`src/inc/acdp_defines.svh`:
```
// Purpose: offsets, field positions, reset values of the aux control block
// Assumes: 32-bit AXI4-Lite data, each register one aligned word
// Notes:   Functional notes follow
//
// Functional notes
// - writing a one at bit 3 of aux control resets all block registers
// - two data pointers; the select bit picks the one every access uses
// - the unselected pointer is hidden and keeps its value unchanged
// - increment, load, jump and code/data moves use only the selected pointer
// - high and low byte accesses reach the selected pointer only
// - bit 2 of aux control always reads zero and ignores writes
// - external data moves are routed to on-chip configuration space
// - brownout disable bit set switches brownout detection off
// - brownout interrupt mode set: no chip reset, an interrupt instead
`ifndef ACDP_DEFINES_SVH
`define ACDP_DEFINES_SVH

`define ACDP_OFS_AUX   8'h00
`define ACDP_OFS_PLO   8'h04
`define ACDP_OFS_PHI   8'h08
`define ACDP_OFS_STAT  8'h0c
`define ACDP_OFS_MASK  8'h10
`define ACDP_OFS_KBEN  8'h14

`define ACDP_BIT_DPS   0
`define ACDP_BIT_SOFT_RESET_BIT  3
`define ACDP_BIT_BOI   5
`define ACDP_BIT_BOD   6
`define ACDP_BIT_KBF   7

`define ACDP_STAT_BO   0
`define ACDP_STAT_KB   1

`define ACDP_AUX_RST   8'h00
`define ACDP_PTR_RST   16'h0000
`define ACDP_STAT_RST  2'h0
`define ACDP_KBEN_RST  8'h00

`define ACDP_RESP_OKAY 2'h0
`define ACDP_RESP_SLV  2'h2

`endif

```
`src/inc/acdp_pkg.sv`:
```
// Purpose: shared types of the aux control block
// Assumes: used by qualified names only
// Notes:   register select is a decode result, not a state
package acdp_pkg;
  typedef logic [15:0] acdp_ptr_t;
  typedef logic [7:0]  acdp_byte_t;
  typedef enum logic [2:0] {
    ACDP_R_AUX, ACDP_R_PLO, ACDP_R_PHI, ACDP_R_STAT,
    ACDP_R_MASK, ACDP_R_KBEN, ACDP_R_NONE
  } acdp_reg_t;
endpackage

```
`src/rtl/acdp_data_pointer.sv`:
```
// Purpose: bank of two data pointers, one visible at a time
// Assumes: select and commands come from logic on aclk
// Notes:   byte write beats load beats increment in one cycle
`timescale 1ns/1ps
`include "acdp_defines.svh"
module acdp_data_pointer (
  // clock and reset
  input  wire logic              aclk,
  input  wire logic              aresetn,
  input  wire logic              soft_rst,
  // selection and commands
  input  wire logic              sel,
  input  wire logic              inc,
  input  wire logic              load,
  input  wire acdp_pkg::acdp_ptr_t load_val,
  input  wire logic              wr_lo,
  input  wire logic              wr_hi,
  input  wire acdp_pkg::acdp_byte_t byte_val,
  // selected pointer
  output acdp_pkg::acdp_ptr_t    cur
);
  acdp_pkg::acdp_ptr_t ptr_r [2];

  // only the pointer picked by sel ever changes
  for (genvar i = 0; i < 2; i++) begin : g_ptr
    always_ff @(posedge aclk) begin
      if (!aresetn || soft_rst) begin
        ptr_r[i] <= `ACDP_PTR_RST;
      end else if (sel == 1'(i)) begin
        if (wr_lo) begin
          ptr_r[i][7:0] <= byte_val;
        end else if (wr_hi) begin
          ptr_r[i][15:8] <= byte_val;
        end else if (load) begin
          ptr_r[i] <= load_val;
        end else if (inc) begin
          ptr_r[i] <= ptr_r[i] + 16'h0001;
        end
      end
    end
  end

  assign cur = ptr_r[sel];
endmodule

```
`src/rtl/acdp_irq.sv`:
```
// Purpose: sticky event status, mask and one level interrupt
// Assumes: events are one-cycle pulses on aclk
// Notes:   a set in the clearing cycle wins, so no event is lost
`timescale 1ns/1ps
module acdp_irq #(
  parameter int N = 2
) (
  // clock and reset
  input  wire logic         aclk,
  input  wire logic         aresetn,
  input  wire logic         soft_rst,
  // events and software access
  input  wire logic [N-1:0] set,
  input  wire logic         clr_wr,
  input  wire logic [N-1:0] clr_val,
  input  wire logic         mask_wr,
  input  wire logic [N-1:0] mask_val,
  // state and interrupt
  output logic [N-1:0]      status_r,
  output logic [N-1:0]      mask_r,
  output logic              irq
);
  initial if (N < 1 || N > 8) $error("acdp_irq: N out of range");

  // write one to clear, hardware set has priority
  always_ff @(posedge aclk) begin
    if (!aresetn || soft_rst) begin
      status_r <= '0;
    end else begin
      status_r <= (status_r & ~(clr_wr ? clr_val : '0)) | set;
    end
  end

  // mask of the same layout as status
  always_ff @(posedge aclk) begin
    if (!aresetn || soft_rst) begin
      mask_r <= '0;
    end else if (mask_wr) begin
      mask_r <= mask_val;
    end
  end

  assign irq = |(status_r & mask_r);
endmodule

```
`src/rtl/acdp_top.sv`:
```
// Purpose: aux feature control register, dual data pointer, brownout and
//          keyboard wake control behind an AXI4-Lite slave
// Assumes: one clock aclk at 50 MHz; pins are asynchronous and synchronised
// Notes:   one write and one read in flight; a write answers one edge after taking, a read on the taking edge
//
// Our own choices: register access over AXI4-Lite and the register offsets.
`timescale 1ns/1ps
`include "acdp_defines.svh"
module acdp_top #(
  parameter int ADDR_W = 8,
  parameter int KB_W   = 8
) (
  // clock and reset
  input  wire logic              aclk,
  input  wire logic              aresetn,
  // axi4-lite write address and data
  input  wire logic [ADDR_W-1:0] awaddr,
  input  wire logic              awvalid,
  output logic                   awready,
  input  wire logic [31:0]       wdata,
  input  wire logic [3:0]        wstrb,
  input  wire logic              wvalid,
  output logic                   wready,
  // axi4-lite write response
  output logic [1:0]             bresp,
  output logic                   bvalid,
  input  wire logic              bready,
  // axi4-lite read
  input  wire logic [ADDR_W-1:0] araddr,
  input  wire logic              arvalid,
  output logic                   arready,
  output logic [31:0]            rdata,
  output logic [1:0]             rresp,
  output logic                   rvalid,
  input  wire logic              rready,
  // core pointer commands
  input  wire logic              ptr_inc,
  input  wire logic              ptr_load,
  input  wire acdp_pkg::acdp_ptr_t ptr_load_val,
  input  wire logic              xdata_req,
  output acdp_pkg::acdp_ptr_t    ptr_value,
  // configuration space access
  output logic                   cfg_access,
  output acdp_pkg::acdp_ptr_t    cfg_addr,
  // brownout and keyboard pins
  input  wire logic              brownout_det,
  input  wire logic [KB_W-1:0]   kb_pin_n,
  output logic                   brownout_det_en,
  output logic                   brownout_reset_req,
  // system reset request and interrupt
  output logic                   soft_reset_req,
  output logic                   irq
);
  initial begin
    if (ADDR_W < 5 || ADDR_W > 32) $error("acdp_top: ADDR_W out of range");
    if (KB_W < 1 || KB_W > 8) $error("acdp_top: KB_W out of range");
  end

  // register select from a byte address; unaligned or unknown is none
  function automatic acdp_pkg::acdp_reg_t dec(input logic [ADDR_W-1:0] a);
    acdp_pkg::acdp_reg_t r;
    r = acdp_pkg::ACDP_R_NONE;
    if (a == ADDR_W'(`ACDP_OFS_AUX))  r = acdp_pkg::ACDP_R_AUX;
    if (a == ADDR_W'(`ACDP_OFS_PLO))  r = acdp_pkg::ACDP_R_PLO;
    if (a == ADDR_W'(`ACDP_OFS_PHI))  r = acdp_pkg::ACDP_R_PHI;
    if (a == ADDR_W'(`ACDP_OFS_STAT)) r = acdp_pkg::ACDP_R_STAT;
    if (a == ADDR_W'(`ACDP_OFS_MASK)) r = acdp_pkg::ACDP_R_MASK;
    if (a == ADDR_W'(`ACDP_OFS_KBEN)) r = acdp_pkg::ACDP_R_KBEN;
    return r;
  endfunction

  // write channel capture
  logic                aw_got_r;
  logic                w_got_r;
  logic [ADDR_W-1:0]   awaddr_r;
  logic [7:0]          wbyte_r;
  logic                wlane_r;
  logic                bvalid_r;
  logic [1:0]          bresp_r;
  logic                wr_fire;
  acdp_pkg::acdp_reg_t wr_reg;
  logic                wr_en;

  // read channel
  logic                rvalid_r;
  logic [31:0]         rdata_r;
  logic [1:0]          rresp_r;
  acdp_pkg::acdp_reg_t rd_reg;

  // aux control fields
  logic                kbf_r;
  logic                bod_r;
  logic                boi_r;
  logic                dps_r;
  logic                soft_rst_r;
  logic [7:0]          kb_en_r;
  logic [7:0]          aux_rd;

  // synchronisers and event detect
  logic                bo_s1_r;
  logic                bo_s2_r;
  logic                bo_prev_r;
  logic [KB_W-1:0]     kb_s1_r;
  logic [KB_W-1:0]     kb_s2_r;
  logic [KB_W-1:0]     kb_act;
  logic [KB_W-1:0]     kb_prev_r;
  logic                kb_rise;
  logic                bo_rise;
  logic                bo_rst_r;

  // outputs toward configuration space
  logic                cfg_acc_r;
  acdp_pkg::acdp_ptr_t cfg_addr_r;

  // interrupt block
  logic [1:0]          stat;
  logic [1:0]          mask;
  logic [1:0]          ev;

  // write handshake: address and data taken in any order
  assign awready = !aw_got_r && !bvalid_r;
  assign wready  = !w_got_r && !bvalid_r;
  assign wr_fire = aw_got_r && w_got_r && !bvalid_r;
  assign wr_reg  = dec(awaddr_r);
  assign wr_en   = wr_fire && wlane_r; // only lane 0 carries register data

  always_ff @(posedge aclk) begin
    if (!aresetn) begin
      aw_got_r <= 1'b0;
      awaddr_r <= '0;
    end else if (awvalid && awready) begin
      aw_got_r <= 1'b1;
      awaddr_r <= awaddr;
    end else if (wr_fire) begin
      aw_got_r <= 1'b0;
    end
  end

  always_ff @(posedge aclk) begin
    if (!aresetn) begin
      w_got_r <= 1'b0;
      wbyte_r <= 8'h00;
      wlane_r <= 1'b0;
    end else if (wvalid && wready) begin
      w_got_r <= 1'b1;
      wbyte_r <= wdata[7:0];
      wlane_r <= wstrb[0];
    end else if (wr_fire) begin
      w_got_r <= 1'b0;
    end
  end

  // write response held until bready; unmapped answers slave error
  always_ff @(posedge aclk) begin
    if (!aresetn) begin
      bvalid_r <= 1'b0;
      bresp_r  <= `ACDP_RESP_OKAY;
    end else if (wr_fire) begin
      bvalid_r <= 1'b1;
      bresp_r  <= (wr_reg == acdp_pkg::ACDP_R_NONE) ? `ACDP_RESP_SLV : `ACDP_RESP_OKAY;
    end else if (bready) begin
      bvalid_r <= 1'b0;
    end
  end

  assign bvalid = bvalid_r;
  assign bresp  = bresp_r;

  // read answer registered on the edge that takes the address, held until rready
  assign arready = !rvalid_r;
  assign rd_reg  = dec(araddr);
  // bits 4..1 read zero; bit 3 is self clearing
  assign aux_rd  = {kbf_r, bod_r, boi_r, 4'h0, dps_r};

  always_ff @(posedge aclk) begin
    if (!aresetn) begin
      rvalid_r <= 1'b0;
      rdata_r  <= 32'h0000_0000;
      rresp_r  <= `ACDP_RESP_OKAY;
    end else if (arvalid && arready) begin
      rvalid_r <= 1'b1;
      rresp_r  <= `ACDP_RESP_OKAY;
      unique case (rd_reg)
        acdp_pkg::ACDP_R_AUX:  rdata_r <= {24'h0, aux_rd};
        acdp_pkg::ACDP_R_PLO:  rdata_r <= {24'h0, ptr_value[7:0]};
        acdp_pkg::ACDP_R_PHI:  rdata_r <= {24'h0, ptr_value[15:8]};
        acdp_pkg::ACDP_R_STAT: rdata_r <= {30'h0, stat};
        acdp_pkg::ACDP_R_MASK: rdata_r <= {30'h0, mask};
        acdp_pkg::ACDP_R_KBEN: rdata_r <= {24'h0, kb_en_r};
        acdp_pkg::ACDP_R_NONE: begin
          rdata_r <= 32'h0000_0000;
          rresp_r <= `ACDP_RESP_SLV;
        end
      endcase
    end else if (rready) begin
      rvalid_r <= 1'b0;
    end
  end

  assign rvalid = rvalid_r;
  assign rdata  = rdata_r;
  assign rresp  = rresp_r;

  // soft reset: one pulse out, and all block registers reinitialise
  always_ff @(posedge aclk) begin
    if (!aresetn) begin
      soft_rst_r <= 1'b0;
    end else begin
      soft_rst_r <= wr_en && wr_reg == acdp_pkg::ACDP_R_AUX && wbyte_r[`ACDP_BIT_SOFT_RESET_BIT];
    end
  end

  assign soft_reset_req = soft_rst_r;

  // aux control fields; bits 4, 2, 1 are not stored so writes vanish,
  // which lets software toggle select by adding one to the register
  always_ff @(posedge aclk) begin
    if (!aresetn || soft_rst_r) begin
      bod_r <= 1'(`ACDP_AUX_RST >> `ACDP_BIT_BOD);
      boi_r <= 1'(`ACDP_AUX_RST >> `ACDP_BIT_BOI);
      dps_r <= 1'(`ACDP_AUX_RST >> `ACDP_BIT_DPS);
    end else if (wr_en && wr_reg == acdp_pkg::ACDP_R_AUX) begin
      bod_r <= wbyte_r[`ACDP_BIT_BOD];
      boi_r <= wbyte_r[`ACDP_BIT_BOI];
      dps_r <= wbyte_r[`ACDP_BIT_DPS];
    end
  end

  // keyboard wake flag: pin event wins over a software clear
  always_ff @(posedge aclk) begin
    if (!aresetn || soft_rst_r) begin
      kbf_r <= 1'b0;
    end else if (kb_rise) begin
      kbf_r <= 1'b1;
    end else if (wr_en && wr_reg == acdp_pkg::ACDP_R_AUX && !wbyte_r[`ACDP_BIT_KBF]) begin
      kbf_r <= 1'b0;
    end
  end

  // keyboard pin enables
  always_ff @(posedge aclk) begin
    if (!aresetn || soft_rst_r) begin
      kb_en_r <= `ACDP_KBEN_RST;
    end else if (wr_en && wr_reg == acdp_pkg::ACDP_R_KBEN) begin
      kb_en_r <= wbyte_r;
    end
  end

  // pin synchronisers; first stage feeds only the second
  always_ff @(posedge aclk) begin
    if (!aresetn) begin
      bo_s1_r <= 1'b0;
      bo_s2_r <= 1'b0;
      kb_s1_r <= '1;
      kb_s2_r <= '1;
    end else begin
      bo_s1_r <= brownout_det;
      bo_s2_r <= bo_s1_r;
      kb_s1_r <= kb_pin_n;
      kb_s2_r <= kb_s1_r;
    end
  end

  // event edges on the synchronised levels
  assign kb_act  = kb_en_r[KB_W-1:0] & ~kb_s2_r;
  assign kb_rise = |(kb_act & ~kb_prev_r);
  assign bo_rise = bo_s2_r && !bo_prev_r && !bod_r;

  always_ff @(posedge aclk) begin
    if (!aresetn) begin
      bo_prev_r <= 1'b0;
      kb_prev_r <= '0;
    end else begin
      bo_prev_r <= bo_s2_r;
      kb_prev_r <= kb_act;
    end
  end

  // brownout resets the chip only when detection is on and not in irq mode
  always_ff @(posedge aclk) begin
    if (!aresetn) begin
      bo_rst_r <= 1'b0;
    end else begin
      bo_rst_r <= bo_s2_r && !bod_r && !boi_r;
    end
  end

  assign brownout_reset_req = bo_rst_r;
  assign brownout_det_en    = !bod_r;

  // pointer bank; byte writes come from the bus, the rest from the core
  acdp_data_pointer u_data_pointer (
    .aclk     (aclk),
    .aresetn  (aresetn),
    .soft_rst (soft_rst_r),
    .sel      (dps_r),
    .inc      (ptr_inc),
    .load     (ptr_load),
    .load_val (ptr_load_val),
    .wr_lo    (wr_en && wr_reg == acdp_pkg::ACDP_R_PLO),
    .wr_hi    (wr_en && wr_reg == acdp_pkg::ACDP_R_PHI),
    .byte_val (wbyte_r),
    .cur      (ptr_value)
  );

  // no external data bus: data moves go to configuration space
  always_ff @(posedge aclk) begin
    if (!aresetn) begin
      cfg_acc_r  <= 1'b0;
      cfg_addr_r <= `ACDP_PTR_RST;
    end else begin
      cfg_acc_r  <= xdata_req;
      cfg_addr_r <= ptr_value;
    end
  end

  assign cfg_access = cfg_acc_r;
  assign cfg_addr   = cfg_addr_r;

  // interrupt sources: brownout in irq mode, keyboard wake
  assign ev[`ACDP_STAT_BO] = bo_rise && boi_r;
  assign ev[`ACDP_STAT_KB] = kb_rise;

  acdp_irq #(.N(2)) u_irq (
    .aclk     (aclk),
    .aresetn  (aresetn),
    .soft_rst (soft_rst_r),
    .set      (ev),
    .clr_wr   (wr_en && wr_reg == acdp_pkg::ACDP_R_STAT),
    .clr_val  (wbyte_r[1:0]),
    .mask_wr  (wr_en && wr_reg == acdp_pkg::ACDP_R_MASK),
    .mask_val (wbyte_r[1:0]),
    .status_r (stat),
    .mask_r   (mask),
    .irq      (irq)
  );
endmodule

```
`config.mk`:
```
export PLATFORM = sky130hd
export DESIGN_NAME = acdp_top
export DESIGN_NICKNAME = d
export VERILOG_FILES = /design/src/inc/acdp_pkg.sv /design/src/rtl/acdp_data_pointer.sv /design/src/rtl/acdp_irq.sv /design/src/rtl/acdp_top.sv
export VERILOG_INCLUDE_DIRS = /design/src /design/src/inc
export SDC_FILE = /design/constraint.sdc
export NUM_CORES = 1
export LEC_CHECK = 0
export BUFFER_PORTS_ARGS = -buffer_cell sky130_fd_sc_hd__buf_2
export CORE_ASPECT_RATIO = 2
export CORE_UTILIZATION = 30
export DETAILED_ROUTE_END_ITERATION = 10
export GPL_ROUTABILITY_DRIVEN = 0
export PLACE_DENSITY = 0.6
export SETUP_SLACK_MARGIN = 0.2
export SYNTH_ARGS = -nofsm -noshare
export SYNTH_HDL_FRONTEND = slang
export SYNTH_HIERARCHICAL = 1
export SYNTH_SLANG_ARGS = --single-unit
```
`constraint.sdc`:
```
create_clock -name aclk -period 9 [get_ports aclk]
set_input_delay 1.8 -clock aclk [delete_from_list [all_inputs] [get_ports aclk]]
set_output_delay 1.8 -clock aclk [all_outputs]
set_load 0.01 [all_outputs]
```
Yosys cells after proc, flatten, opt, wreduce, memory -nomap -nowiden
Memories as Yosys holds them, arrays and structs flattened. A register that Yosys moved wholly into a read port is not among the register bits.
Index checks and enable logic that the tools add are counted.
{"block": "op_classes", "shifts": 0, "n_mux": 75, "bitwise_logic": 20, "reduce_logical": 42, "eq_ne": 22, "n_mul": 0, "n_div": 0, "n_lt_le_gt_ge": 0, "n_addsub": 2}
{"op": "$pmux 32 s7", "n": 1}
{"op": "$mux 8", "n": 12}
{"op": "$mux 1", "n": 47}
{"op": "$mux 3", "n": 12}
{"op": "$add 16x1->16 const B", "n": 2}
{"op": "$eq 8x4->1 const B", "n": 4}
{"op": "$eq 8x5->1 const B", "n": 4}
{"op": "$logic_and 1x1->1", "n": 21}
{"op": "$eq 3x3->1 const B", "n": 6}
{"op": "$and 8x8->8", "n": 2}
{"op": "$eq 8x3->1 const B", "n": 2}
{"op": "$logic_not 8->1", "n": 2}
{"op": "$not 8->8", "n": 2}
{"op": "$eq 3x2->1 const B", "n": 4}
{"op": "$or 1x1->1", "n": 12}
{"op": "$reduce_bool 2->1", "n": 5}
{"op": "$logic_not 1->1", "n": 9}
{"op": "$reduce_or 8->1", "n": 1}
{"op": "$eq 3x1->1 const B", "n": 2}
{"op": "$logic_not 3->1", "n": 2}
{"op": "$mux 2", "n": 3}
{"op": "$and 2x2->2", "n": 2}
{"op": "$not 2->2", "n": 1}
{"op": "$or 2x2->2", "n": 1}
{"op": "other kinds (2)", "n": 2}
{"block": "word_totals", "ram_bits": 32, "n_memories": 1, "input_bits": 87, "rom_bits": 0, "ff_bits": 119, "out_inout_bits": 78, "wordCells": 189, "latchBits": 0}
{"memory": "u_data_pointer.ptr_r", "depth": 2, "word_bits": 16, "read_ports": 3, "rd_ports_with_merged_regs": 1, "wr": 2, "line": "acdp_data_pointer.sv:22", "text": "acdp_pkg::acdp_ptr_t ptr_r [2];"}

Logic depth before layout (Yosys ltp)
{"block": "logic_depth", "word_depth": 17, "ltp_mapped": 11, "mapped_depth_nobuf": 8}

By module
The synthesis kept the hierarchy.
{"module": "acdp_top", "area_per_inst_um2": 3419.5, "cells_each": 368, "seq_area_each_um2": 1781.7, "instances": 1}
{"module": "acdp_data_pointer", "area_per_inst_um2": 2403.6, "cells_each": 260, "seq_area_each_um2": 960.9, "instances": 1}
{"module": "acdp_irq", "area_per_inst_um2": 162.7, "cells_each": 16, "seq_area_each_um2": 80.1, "instances": 1}

Worst setup path before layout
OpenSTA, ideal clock, no wires.
{"block": "synth_path", "kind": "register to register", "start": "register awaddr_r[1]", "end": "memory u_data_pointer/ptr_r[0][0] (netlist name), enable pin", "setup_ps": 384, "setup_slack_ps": 5468, "required_time_ps": 8616, "arrival_time_ps": 3148, "synth_period_minus_slack_ps": 3532, "path_buffers": 2, "path_stages_with_launch": 8, "path_cell_list": "dfxtp_1 > or4_4 > or3_1 > clkbuf_1 > nor4b_1 > clkbuf_1 > nor2_1 > o21ai_0"}
{"element": "start, declared", "line": "acdp_top.sv:75", "text": "logic [ADDR_W-1:0] awaddr_r;"}
{"element": "start signal, assigned", "line": "acdp_top.sv:133", "text": "awaddr_r <= awaddr;"}
{"element": "end, declared", "line": "acdp_data_pointer.sv:22"}

==> qor.yml <==
finish:
  stdcell_count: 1018
  nets: 835
  n_antenna_cell: 0
  fin_util_pct: 37.3
  drive_gt1_share_pct: 22.8
  syn2layout_area_growth_pct: 21.3
grt:
  track_usage_pct: 17.6
  grt_max_degree: 52
  grt_first_pass_wirelength_um: 26200
  grt_antenna_before_repair: 0
  first_global_vias: 4680
  overflow: 0
synthesis:
  yosysWarnings: 6
  yosysMostFrequentCell: "dfxtp_1"
  synth-main-ff-cell: "dfxtp_1"
  netlist_area_um2: 5990
  ys_async_sr_fraction_pct: 0
  synth_commonest_cells: "93 x dfxtp_1, 63 x a21oi_1, 59 x nor2_1, 57 x nand2_1, 32 x edfxtp_1"
  synth_edf_count: 32
  synth_cell_types: 56
  synth_top_area_share_pct: 31.1
  syn_area_per_cell_um2: 9.29
  netlist.top_cell.by_area: "dfxtp_1"
  synthCells: 644
  synth_top_cells_by_area: "dfxtp_1 31%, edfxtp_1 16%, a21oi_1 5.3%, mux2i_1 4.0%, nor2_1 3.7%"
  ys_seq_area_share_pct: 47.2
  ys_ff_latch: 125
floorplan:
  row_count: 72
  dieArea_um2: 20600
  chipWidth_um: 102
  die_y_um: 202
  core_um2: 19500
  io_pins: 165
  start_util_pct: 30.8
timing:
  max_freq_ghz: 0.235
  fin_ws_ns: 4.74
  grt_setup_unrepaired: "false"
  worst_clock_skew_ns: 0.00716
  worstMarginPinSlew_ns: 1.23
  setup_viol: 0
  fin_crit_sh_pct: 47.3
  hold_violations: 0
  relSlewSlack_pct: 16.8
  fin_setup_tns_ns: 0
  maxSlewViolCount: 0
  holdWs_ns: 0.404
  fin_crit_ns: 4.26
critical_path:
  crit_required_ns: 7.20
  rr_endpoint: "u_data_pointer/ptr_r[1][15]"
  worstPathMaxFanout: 29
  cp_slowest_cell: "dfxtp_1"
  cp-start-kind: "flip-flop"
  max_stage_delay_ns: 1.09
  worstRegToRegCells: 5
  path_class: "reg2out"
  reg2reg_slack_ns: 5.21
  crit_chain: "o21ai_0, buf_2"
  arrival_ns: 2.46
  r2r-start: "awaddr_r[1]"
  endpoint_kind: "primary output"
placed_design:
  pre_cts_slack_ns: 4.40
  dp_cells: 986
  hpwl_um: 13300
  port-buffer-count: 111
clocking:
  cts_buffers: 17
  post_cts_buffers: 0
  clock-sinks: 125
  worstSkewPairLatency_ns: 0.42
  postCtsHoldBufs: 0
  clockRootBuffer: "clkbuf_16"
  ctsLongestPathBuffers: 2
  h-tree-depth: 4
  cts_tree: "built"
  path_clk_slew_ns: 0.05
  cts_resized: 0
detailed_routing:
  drt-pass1-iter-count: 4
  dr_total_vias: 4833
  drt_iter0_drc: 197
  via_per_inst: 4.75
  wire_per_inst_um: 17.0
  drc_errors: 0
  detail-route-antenna-nets: 0
  totalWireLength_um: 17300
min_path:
  whs_path_depth: 1
  hp-class: "reg2reg"
  holdPathEnd: "kb_s2_r[0]"
  hp-start: "kb_s1_r[0]"
status:
  run_status: "complete, no violations"
power:
  ir_drop_mv: 0.0841
  powerDensity_nw_per_um2: 197
  leakagePower_nw: 2.87
flow_run:
  drv_cap: 0
-- metal layers --
| metal | wire [um] | share of wire [%] | global-route usage (%) | vias to the layer above |
|---|---|---|---|---|
| li1 | - | - | - | 2425 |
| met1 | 5960 | 34 | 16.5 | 2214 |
| met2 | 9550 | 55 | 32.4 | 150 |
| met3 | 717 | 4.1 | 3.16 | 44 |
| met4 | 1120 | 6.4 | 13.5 | 0 |
| met5 | 0 | 0 | 0 | - |
-- cell type report --
class | instances | area (um2)
Clock buffer | 20 | 468
Tap cell | 259 | 324
Timing Repair Buffer | 115 | 586
Multi-Input combinational cell | 473 | 2900
Fill cell | 2054 | 12200
Sequential cell | 125 | 2820
Clock inverter | 12 | 109
Inverter | 14 | 52.6
-- worst max path at each step --
stage,startpoint,endpoint,slack [ns],depth (start not counted)
2_1_floorplan,awaddr_r[1],u_data_pointer/ptr_r[0][0],5.47,7
3_3_place_gp,aresetn,u_data_pointer/ptr_r[1][0],4.36,6
3_5_place_dp,aresetn,u_data_pointer/ptr_r[1][0],4.40,6
4_1_cts,dps_r,ptr_value[7],4.73,2
5_1_grt,dps_r,ptr_value[7],4.65,2
6_report,dps_r,ptr_value[7],4.74,2
-- logic make-up (layout without fill, tap and decap cells) --
logic type	Yosys count	count (layout)	share of synthesized area, %
xor gates and xnor gates	25	25	3.66
DFF	125	125	47.2
AOI/OAI and AO/OA	143	143	14.6
and+or+nand+nor	240	240	21.5
buffers and inverters	71	161	6.21
other	1	26	0.0626
adders and majority gates	2	2	0.418
muxes	37	37	6.46
-- registers in the layout, summed over array words and instances (netlist names), 2 cells and up --
name	flops
kb_prev_r	8
kb_en_r	8
u_data_pointer/ptr_r	32
u_irq/status_r	2
rdata	8
cfg_addr	16
awaddr_r	8
u_irq/mask_r	2
kb_s1_r	8
wbyte_r	8
kb_s2_r	8
-- layout by cell type (no fill, tap or decap), types with 15 or more instances in the layout --
cell | netlist | routed
clkbuf_16 | 0 | 18
edfxtp_1 | 32 | 32
nor2_1 | 59 | 59
nand2b_1 | 30 | 30
conb_1 | 1 | 26
mux2i_1 | 24 | 24
buf_2 | 6 | 111
nand2_1 | 57 | 57
and2_1 | 24 | 24
a22oi_1 | 19 | 19
a21oi_1 | 63 | 63
o21ai_0 | 15 | 15
xnor2_1 | 15 | 15
dfxtp_1 | 93 | 93
-- report_power, final --
group / leakage (nW) / total (mW) / switching (mW) / internal, mW
clock: 0.290 / 0.668 / 0.264 / 0.405
combinational: 1.47 / 0.135 / 0.0808 / 0.0545
sequential: 1.11 / 0.629 / 0.0258 / 0.603
-- through the flow --
stage | instance area [um2] | total power [mW]
2_1_floorplan | 6080 | 0.723
3_3_place_gp | 6680 | 0.776
3_5_place_dp | 6680 | 0.777
4_1_cts | 7260 | 1.45
5_1_grt | 7260 | 1.48
6_report | 7260 | 1.43
-- worst max-delay path, delay by kind of cell, from the launching register on --
kind	cells	cell delay, ns
buffers and inverters	1	0.31
AOI/OAI and AO/OA	1	0.64
DFF	1	1.09
No activity file was read; power rests on OpenSTA's default activity.
